## config.mk

```make
export PLATFORM = sky130hd
export DESIGN_NAME = scd_card_status
export DESIGN_NICKNAME = d
export VERILOG_FILES = /design/src/core/scd_pkg.sv /design/src/core/scd_card_status.sv /design/src/core/scd_wake_pulse.sv
export SDC_FILE = /design/constraint.sdc
export NUM_CORES = 1
export LEC_CHECK = 0
export ABC_AREA = 0
export BUFFER_PORTS_ARGS = -buffer_cell sky130_fd_sc_hd__buf_4
export CORE_MARGIN = 5
export CORE_UTILIZATION = 25
export CTS_CLUSTER_SIZE = 28
export DETAILED_ROUTE_END_ITERATION = 10
export PLACE_DENSITY_LB_ADDON = 0.2
export SETUP_SLACK_MARGIN = 0.15
export SYNTH_ARGS = -nofsm -noshare
export SYNTH_HDL_FRONTEND = slang
export SYNTH_SLANG_ARGS = --single-unit
```

## constraint.sdc

```tcl
create_clock -name clock -period 3 [get_ports clock]
set_input_delay 0.75 -clock clock [delete_from_list [all_inputs] [get_ports clock]]
set_output_delay 0.75 -clock clock [all_outputs]
set_load 0.01 [all_outputs]
```

## src/core/scd_pkg.sv

```systemverilog
// scd_pkg: constants and types shared by the card-detect and status block
// assumes a 200 MHz system clock and a plain register port
package scd_pkg;

    // ==========================================================
    // clock and timing
    localparam int unsigned CLK_HZ = 200_000_000;
    localparam int unsigned WAKE_PULSE_MS = 1000;
    localparam int unsigned WAKE_PULSE_CYC = (CLK_HZ / 1000) * WAKE_PULSE_MS;

    // ==========================================================
    // register map (word offsets on the register port)
    localparam logic [3:0] REG_CTRL = 4'h0;
    localparam logic [3:0] REG_STATUS = 4'h1;
    localparam logic [3:0] REG_IRQ_STAT = 4'h2;
    localparam logic [3:0] REG_IRQ_MASK = 4'h3;
    localparam logic [3:0] REG_EVENT = 4'h4;

    // control fields
    localparam int CTRL_HOTPLUG = 0;
    localparam int CTRL_ACTLOW = 1;
    localparam int CTRL_RADIO = 2;
    localparam logic [2:0] CTRL_RESET = 3'h1;

    // event-trigger fields (write-one pulses)
    localparam int EV_RING = 0;
    localparam int EV_SMS = 1;
    localparam int EV_DATA = 2;

    // interrupt status fields
    localparam int IRQ_INSERT = 0;
    localparam int IRQ_DETACH = 1;
    localparam logic [1:0] IRQ_RESET = 2'h0;

    // card handling states
    typedef enum logic [4:0] {
        SCD_BOOT = 5'h01,
        SCD_ABSENT = 5'h02,
        SCD_READ = 5'h04,
        SCD_INIT = 5'h08,
        SCD_READY = 5'h10
    } scd_state_e;

endpackage

```

## src/core/scd_card_status.sv

```systemverilog
// scd_card_status: card-present watcher, radio lamp and host wake output
// assumes card_present_in is synchronous-safe via the local two-stage sync
`timescale 1ns/1ps
`default_nettype none
// What this block does
// - default polarity: high means card inserted
// - hot-plug on after reset, continuous monitoring
// - hot-plug off: sample once at start-up; the boot sample reads the sync reset value, so it always decides detached
// - inserted: read card, initialise, register
// - detached: card absent, no read accesses
// - polarity setting inverts inserted/detached meaning
// - lamp low while radio on
// - wake low one second per event
module scd_card_status #(
    parameter int unsigned WAKE_CYC = scd_pkg::WAKE_PULSE_CYC
) (
    input wire logic clock, // 200 MHz system clock
    input wire logic rst_n, // synchronous reset, active low
    input wire logic card_present_in, // slot detect switch
    input wire logic [3:0] regAddr, // register word address
    input wire logic [31:0] regWdata, // write data
    input wire logic regWr, // write strobe
    input wire logic regRd, // read strobe
    output logic [31:0] regRdata, // read data, cycle after strobe
    input wire logic cardReadDone, // card information read finished
    input wire logic initDone, // initialisation and registration done
    output logic cardReadReq, // card read accesses allowed
    output logic cardInitReq, // run initialisation sequence
    output logic cardReady, // card registered
    output logic radio_status_lamp_n, // lamp, low is lit
    output logic host_wake_n, // host wake, low pulse
    output logic irq // level interrupt
);
    import scd_pkg::*;

    typedef struct packed {
        logic sync1;
        logic sync2;
        logic presPrev;
        logic hotPlug;
        logic actLow;
        logic radioOn;
        logic [1:0] irqStat;
        logic [1:0] irqMask;
        logic [31:0] rdata;
        scd_state_e state;
        logic present;
    } scd_top_s;

    scd_top_s st;
    scd_top_s next_st;
    logic presNow;
    logic wakeTrig;
    logic evInsert;
    logic evDetach;
    logic wakeN;

    // ==========================================================
    // polarity and edge detection on the second sync stage
    assign presNow = st.sync2 ^ st.actLow;
    assign evInsert = st.hotPlug && st.state != SCD_BOOT
        && presNow && !st.presPrev;
    assign evDetach = st.hotPlug && st.state != SCD_BOOT
        && !presNow && st.presPrev;
    assign wakeTrig = regWr && regAddr == REG_EVENT
        && (regWdata[EV_RING] || regWdata[EV_SMS] || regWdata[EV_DATA]);

    // ==========================================================
    // next-state logic
    always_comb begin
        next_st = st;
        next_st.sync1 = card_present_in;
        next_st.sync2 = st.sync1;
        next_st.presPrev = presNow;
        next_st.rdata = 32'h0;

        // register writes
        if (regWr) begin
            unique case (regAddr)
                REG_CTRL: begin
                    next_st.hotPlug = regWdata[CTRL_HOTPLUG];
                    next_st.actLow = regWdata[CTRL_ACTLOW];
                    next_st.radioOn = regWdata[CTRL_RADIO];
                end
                REG_IRQ_MASK: begin
                    next_st.irqMask = regWdata[1:0];
                end
                default: begin
                end
            endcase
        end

        // register reads; interrupt status read clears, set wins below
        if (regRd) begin
            unique case (regAddr)
                REG_CTRL: begin
                    next_st.rdata = {29'h0, st.radioOn, st.actLow,
                        st.hotPlug};
                end
                REG_STATUS: begin
                    next_st.rdata = {24'h0, 3'h0, st.state};
                    next_st.rdata[5] = st.present;
                    next_st.rdata[6] = presNow;
                end
                REG_IRQ_STAT: begin
                    next_st.rdata = {30'h0, st.irqStat};
                    next_st.irqStat = 2'h0;
                end
                REG_IRQ_MASK: begin
                    next_st.rdata = {30'h0, st.irqMask};
                end
                default: begin
                    next_st.rdata = 32'h0;
                end
            endcase
        end
        if (evInsert) begin
            next_st.irqStat[IRQ_INSERT] = 1'b1;
        end
        if (evDetach) begin
            next_st.irqStat[IRQ_DETACH] = 1'b1;
        end

        // card handling sequence
        unique case (st.state)
            SCD_BOOT: begin
                // first decision on the clock after reset, from the reset value of the sync stage: the one-time read
                next_st.present = presNow;
                next_st.state = presNow ? SCD_READ : SCD_ABSENT;
            end
            SCD_ABSENT: begin
                next_st.present = 1'b0;
                if (st.hotPlug && presNow) begin
                    next_st.present = 1'b1;
                    next_st.state = SCD_READ;
                end
            end
            SCD_READ: begin
                if (st.hotPlug && !presNow) begin
                    next_st.state = SCD_ABSENT;
                end else if (cardReadDone) begin
                    next_st.state = SCD_INIT;
                end
            end
            SCD_INIT: begin
                if (st.hotPlug && !presNow) begin
                    next_st.state = SCD_ABSENT;
                end else if (initDone) begin
                    next_st.state = SCD_READY;
                end
            end
            SCD_READY: begin
                // with hot-plug off later changes are ignored
                if (st.hotPlug && !presNow) begin
                    next_st.state = SCD_ABSENT;
                end
            end
            default: begin
                next_st.state = SCD_BOOT;
            end
        endcase
    end

    // state register; reset enters boot, which decides on the next clock without waiting for the sync to fill
    always_ff @(posedge clock) begin
        if (!rst_n) begin
            st.sync1 <= 1'b0;
            st.sync2 <= 1'b0;
            st.presPrev <= 1'b0;
            st.hotPlug <= 1'b1;
            st.actLow <= 1'b0;
            st.radioOn <= 1'b0;
            st.irqStat <= IRQ_RESET;
            st.irqMask <= 2'h0;
            st.rdata <= 32'h0;
            st.state <= SCD_BOOT;
            st.present <= 1'b0;
        end else begin
            st <= next_st;
        end
    end

    // ==========================================================
    // host wake pulse stretcher
    scd_wake_pulse #(
        .PULSE_CYC(WAKE_CYC)
    ) uWake (
        .clock(clock),
        .rst_n(rst_n),
        .trigger(wakeTrig),
        .wake_n(wakeN)
    );

    // ==========================================================
    // outputs
    assign regRdata = st.rdata;
    assign cardReadReq = st.state == SCD_READ;
    assign cardInitReq = st.state == SCD_INIT;
    assign cardReady = st.state == SCD_READY;
    assign radio_status_lamp_n = ~st.radioOn;
    assign host_wake_n = wakeN;
    assign irq = |(st.irqStat & st.irqMask);
endmodule
`default_nettype wire

```

## src/core/scd_wake_pulse.sv

```systemverilog
// scd_wake_pulse: stretches a trigger into a low pulse of fixed length
// assumes one clock, synchronous active-low reset
`timescale 1ns/1ps
`default_nettype none
module scd_wake_pulse #(
    parameter int unsigned PULSE_CYC = scd_pkg::WAKE_PULSE_CYC
) (
    input wire logic clock, // system clock
    input wire logic rst_n, // synchronous reset, active low
    input wire logic trigger, // one-cycle wake request
    output logic wake_n // low while the pulse runs
);
    import scd_pkg::*;

    typedef struct packed {
        logic [31:0] count;
        logic low;
    } scd_wp_s;

    scd_wp_s st;
    scd_wp_s next_st;

    // ==========================================================
    // pulse timer: a new trigger restarts the full length
    always_comb begin
        next_st = st;
        if (trigger) begin
            next_st.low = 1'b1;
            next_st.count = 32'(PULSE_CYC - 1);
        end else if (st.low) begin
            if (st.count == 32'h0) begin
                next_st.low = 1'b0;
            end else begin
                next_st.count = st.count - 32'h1;
            end
        end
    end

    // state register
    always_ff @(posedge clock) begin
        if (!rst_n) begin
            st <= '0;
        end else begin
            st <= next_st;
        end
    end

    assign wake_n = ~st.low; // held high when idle
endmodule
`default_nettype wire

```

==> results.txt <==
----------------------------------------------------
[Power and ir drop]
  Static leakage power ... 1.35 nW
  Final Total Pwr ... 1.87 mW
  Power density normalized to cell area ... 531 nW/um^2
  Worst IR Drop VDD ... 0.261 mV

[Setup path]
  Worst path required time ... 2250 ps
  FF-to-FF End ... uWake.st[7]
  Worst Path Max Fanout ... 10
  Critical path cell sequence ... or3b_2 > nor3_1 > buf_4
  Worst Path Class, Setup ... flop to primary output
  CP Capture Type ... primary output
  Slack of the worst reg-to-reg path ... 620 ps
  Worst reg-to-reg path cell count ... 7
  Worst Setup Start Kind ... flop
  Beginning of the worst register-to-register path ... uWake.st[1]
  Arrival @ worst endpoint ... 1730 ps
  Critical-path top delay cell ... dfxtp_1
  Slowest Stage Delay on Critical Path ... 510 ps

[STA]
  Shortest period the worst path allows ... 2480 ps
  Final setup vio count ... 0
  Final worst-path setup slack ... 519 ps
  Fmax achieved ... 0.403 GHz
  Final count of hold timing violations ... 0
  Skew final ... 5.82 ps
  Setup TNS Final ... 0 ps
  Final Max Slew Viols ... 0
  RSZ-0062 raised after global routing ... false
  Hold Slack ... 437 ps
  Max-slew headroom ... 58.9%
  Final critical-path share of the clock period ... 82.7%
  Least-Margin Pin Slew ... 611 ps

[CTS]
  CTS tree ... yes
  Clock buffers created by TritonCTS ... 5
  Clock latency on the worst-skew pair ... 290 ps
  Maximum count of clock buffers along a single path ... 2
  Number of hold-repair buffers added at the cts stage ... 0
  Reg clk slew, reported paths ... 80 ps
  Clock tree sinks ... 56
  Number of H-tree levels ... 2
  Root buffer cell ... clkbuf_16
  Post-CTS repair timing setup buffer count ... 0
  Cts repair resizes ... 0

[Global route]
  GR met3 Demand/Resource ... 1.95%
  Maximum number of pins on one net before global-route repair ... 19
  Wire length of the first global-routing pass ... 11900 um
  Number of antenna violations at the first check in global routing ... 0
  Global-route met1 utilization ... 12.6%
  Global route total overflow ... 0
  Via count of the first global-routing pass ... 2447
  Most Crowded Layer GR ... met2
  Total Routing Usage GR ... 9.67%
  GR Util met2 ... 16.7%

[Logic synthesis]
  Share of cell area taken by muxes after synthesis ... 3.58%
  Portion of synthesized cell area occupied by the leading cell type ... 36.0%
  Xor/xnor cell area share of the yosys netlist ... 2.25%
  Mean cell area of the mapped netlist ... 8.44 sq um
  Number of enable-type register cells in the synthesized netlist ... 0
  Total of warnings raised by yosys ... 0
  Share of the synthesized area in compound gates (AO/OA/AOI/OAI) ... 17.0%
  Area fraction in and, or, nand and nor cells after synthesis ... 29.5%
  Number of storage elements in the synthesis netlist ... 56
  Area of the mapped netlist ... 3110 sq um
  Cell types occupying the most area after synthesis ... dfxtp_1 (36%), buf_4 (7.7%), or3_1 (3.8%)
  Top flip-flop cell by instance count after synthesis ... dfxtp_1
  Cell taking the most area after synthesis ... dfxtp_1
  Combinational family with the most area after synthesis ... simple AND/OR/NAND/NOR gates
  Adder and majority gate portion of the synthesized area ... 0.804%
  Cell count after synthesis ... 369
  Share of flip-flops with an asynchronous set or reset ... 0%
  Post-synth cell types ... 61
  Sequential element share of the synthesized area ... 36.0%

[Min path]
  Path type of the worst min-delay path ... flop to flop
  Min-Delay Path Depth ... 1
  End of the worst hold path ... st[46]
  Hold wc startpoint ... next_st[46]

[Place]
  HPWL reported at the end of detailed placement ... 5350 um
  Number of cells in the design after placement ... 544
  # port buffers ... 26
  Routability congestion estimate from global placement ... 0.751
  Area after detailed placement ... 3340 sq um
  DP Worst Slack ... 562 ps

[Floorplan]
  Core area ... 12100 sq um
  Die Footprint ... 14800 sq um
  Starting density of the core ... 25.7%
  Chip width ... 122 um
  Die Y-Extent ... 122 um
  Placement row count ... 40
  Top Ports ... 81

[Routing]
  First DRT Iteration DRCs ... 134
  Drt pass-1 iters ... 4
  Aggregate routed wire length ... 7150 um
  Post-DR wirelength/cell ... 12.9 um
  Residual DRC count ... 0
  Total number of vias ... 2614
  Routed vias/inst ... 4.74
  Antenna-violating nets left ... 0

[Outcome]
  Outcome ... finished clean

[Cells and area]
  Final core area utilization ... 29.0%
  Layout net count ... 428
  Filler-free cell count of the finished design ... 552
  Summed area of non-filler cells in the final layout ... 3520 sq um
  Layout Area Growth over Synthesis ... 12.9%
  Inserted Diodes ... 0
  Proportion of layout cells with a drive suffix above 1 ... 15.6%
  Fillers ... 1326

[Run]
  Number of max-cap violations ... 0

----------------------------------------------------
## cell usage after synthesis, drive strengths merged, types with 7 or more instances
master  count
or3        20
a31oi      12
nand2      19
buf        34
inv         8
o21ai      16
and2        7
nand4       8
nor3       19
mux2i      10
or4         8
a21oi      19
nand3      13
clkbuf     14
nor2       26
nor4        7
dfxtp      56
## routing by layer
metal  wire length, um  vias to the layer above  share of wire [%]
met3               193                        4                2.7
met2              3490                       31                 49
met4                38                        0               0.53
met5                 0                        -                  0
li1                  -                     1331                  -
met1              3420                     1248                 48
## logic make-up (layout without fill, tap and decap cells)
family / after synthesis / in the layout
AOI/OAI and AO/OA: 79 / 79
DFF: 56 / 56
buffers and inverters: 57 / 48
adders and majority gates: 2 / 2
and+or+nand+nor: 155 / 155
muxes: 11 / 11
xor gates and xnor gates: 8 / 8
other: 1 / 25
## worst max-delay path by stage
stage                start           end  slack, ps  cells after the start
6_report             st[4]   cardInitReq        520                      3
5_1_grt        uWake.st[5]  uWake.st[26]        360                      5
4_1_cts              st[4]   cardInitReq        500                      3
3_5_place_dp    regAddr[0]  uWake.st[30]        560                      6
3_3_place_gp    regAddr[0]  uWake.st[30]        530                      6
2_1_floorplan   regAddr[1]  uWake.st[10]        560                      7
## layout make-up
type | instances | area (sq um) | share of cell area (%)
multi-input cells | 280 | 1750 | 49.7
flip-flops and latches | 56 | 1120 | 31.9
repair buffers | 31 | 233 | 6.62
well taps | 168 | 210 | 5.98
clock buffers | 5 | 125 | 3.56
clock inverters | 3 | 46.3 | 1.32
inverters | 9 | 33.8 | 0.961
## cells in the final DEF (no fill, tap or decap), types with 2 or more instances in the layout
master and instances:
o31ai_1 5, nand4b_1 2, mux2i_1 10, nor4_1 5, inv_1 8, nor4_2 2
nor3_1 17, xnor2_1 6, or3b_2 2, ha_1 2, nand4_1 8, o41ai_1 2
nor2b_1 2, a211oi_1 5, o21a_1 4, clkbuf_16 5, and2_1 7, nand3_1 12
or4_1 5, buf_4 31, a21oi_1 19, a2111oi_0 2, conb_1 25, nor4b_1 3
and4_1 2, xor2_1 2, and3_1 3, a211o_1 3, a31oi_1 12, nor2_1 26
or4_4 3, o211ai_1 2, or2_2 4, or3_1 19, nand2_1 19, nand2b_1 4
o21ai_0 15, dfxtp_1 56
## worst max-delay path, delay by kind of cell (launching register included)
| kind | cells | cell delay, ps |
|---|---|---|
| buffers and inverters | 1 | 180 |
| flip-flops | 1 | 510 |
| AND/OR/NAND/NOR | 2 | 750 |
## registers in the layout, indices dropped and copies added, names as in the netlist
| name | count |
|---|---|
| next_st | 1 |
| st | 15 |
| uWake.st | 33 |
| regRdata | 7 |
## report_power, final
part           internal, mW  total [mW]  switching (mW)
registers             0.774       0.827          0.0536
logic                 0.137       0.362           0.225
clock network         0.398       0.679           0.282
Note: power is estimated with default switching activity, not from simulation.
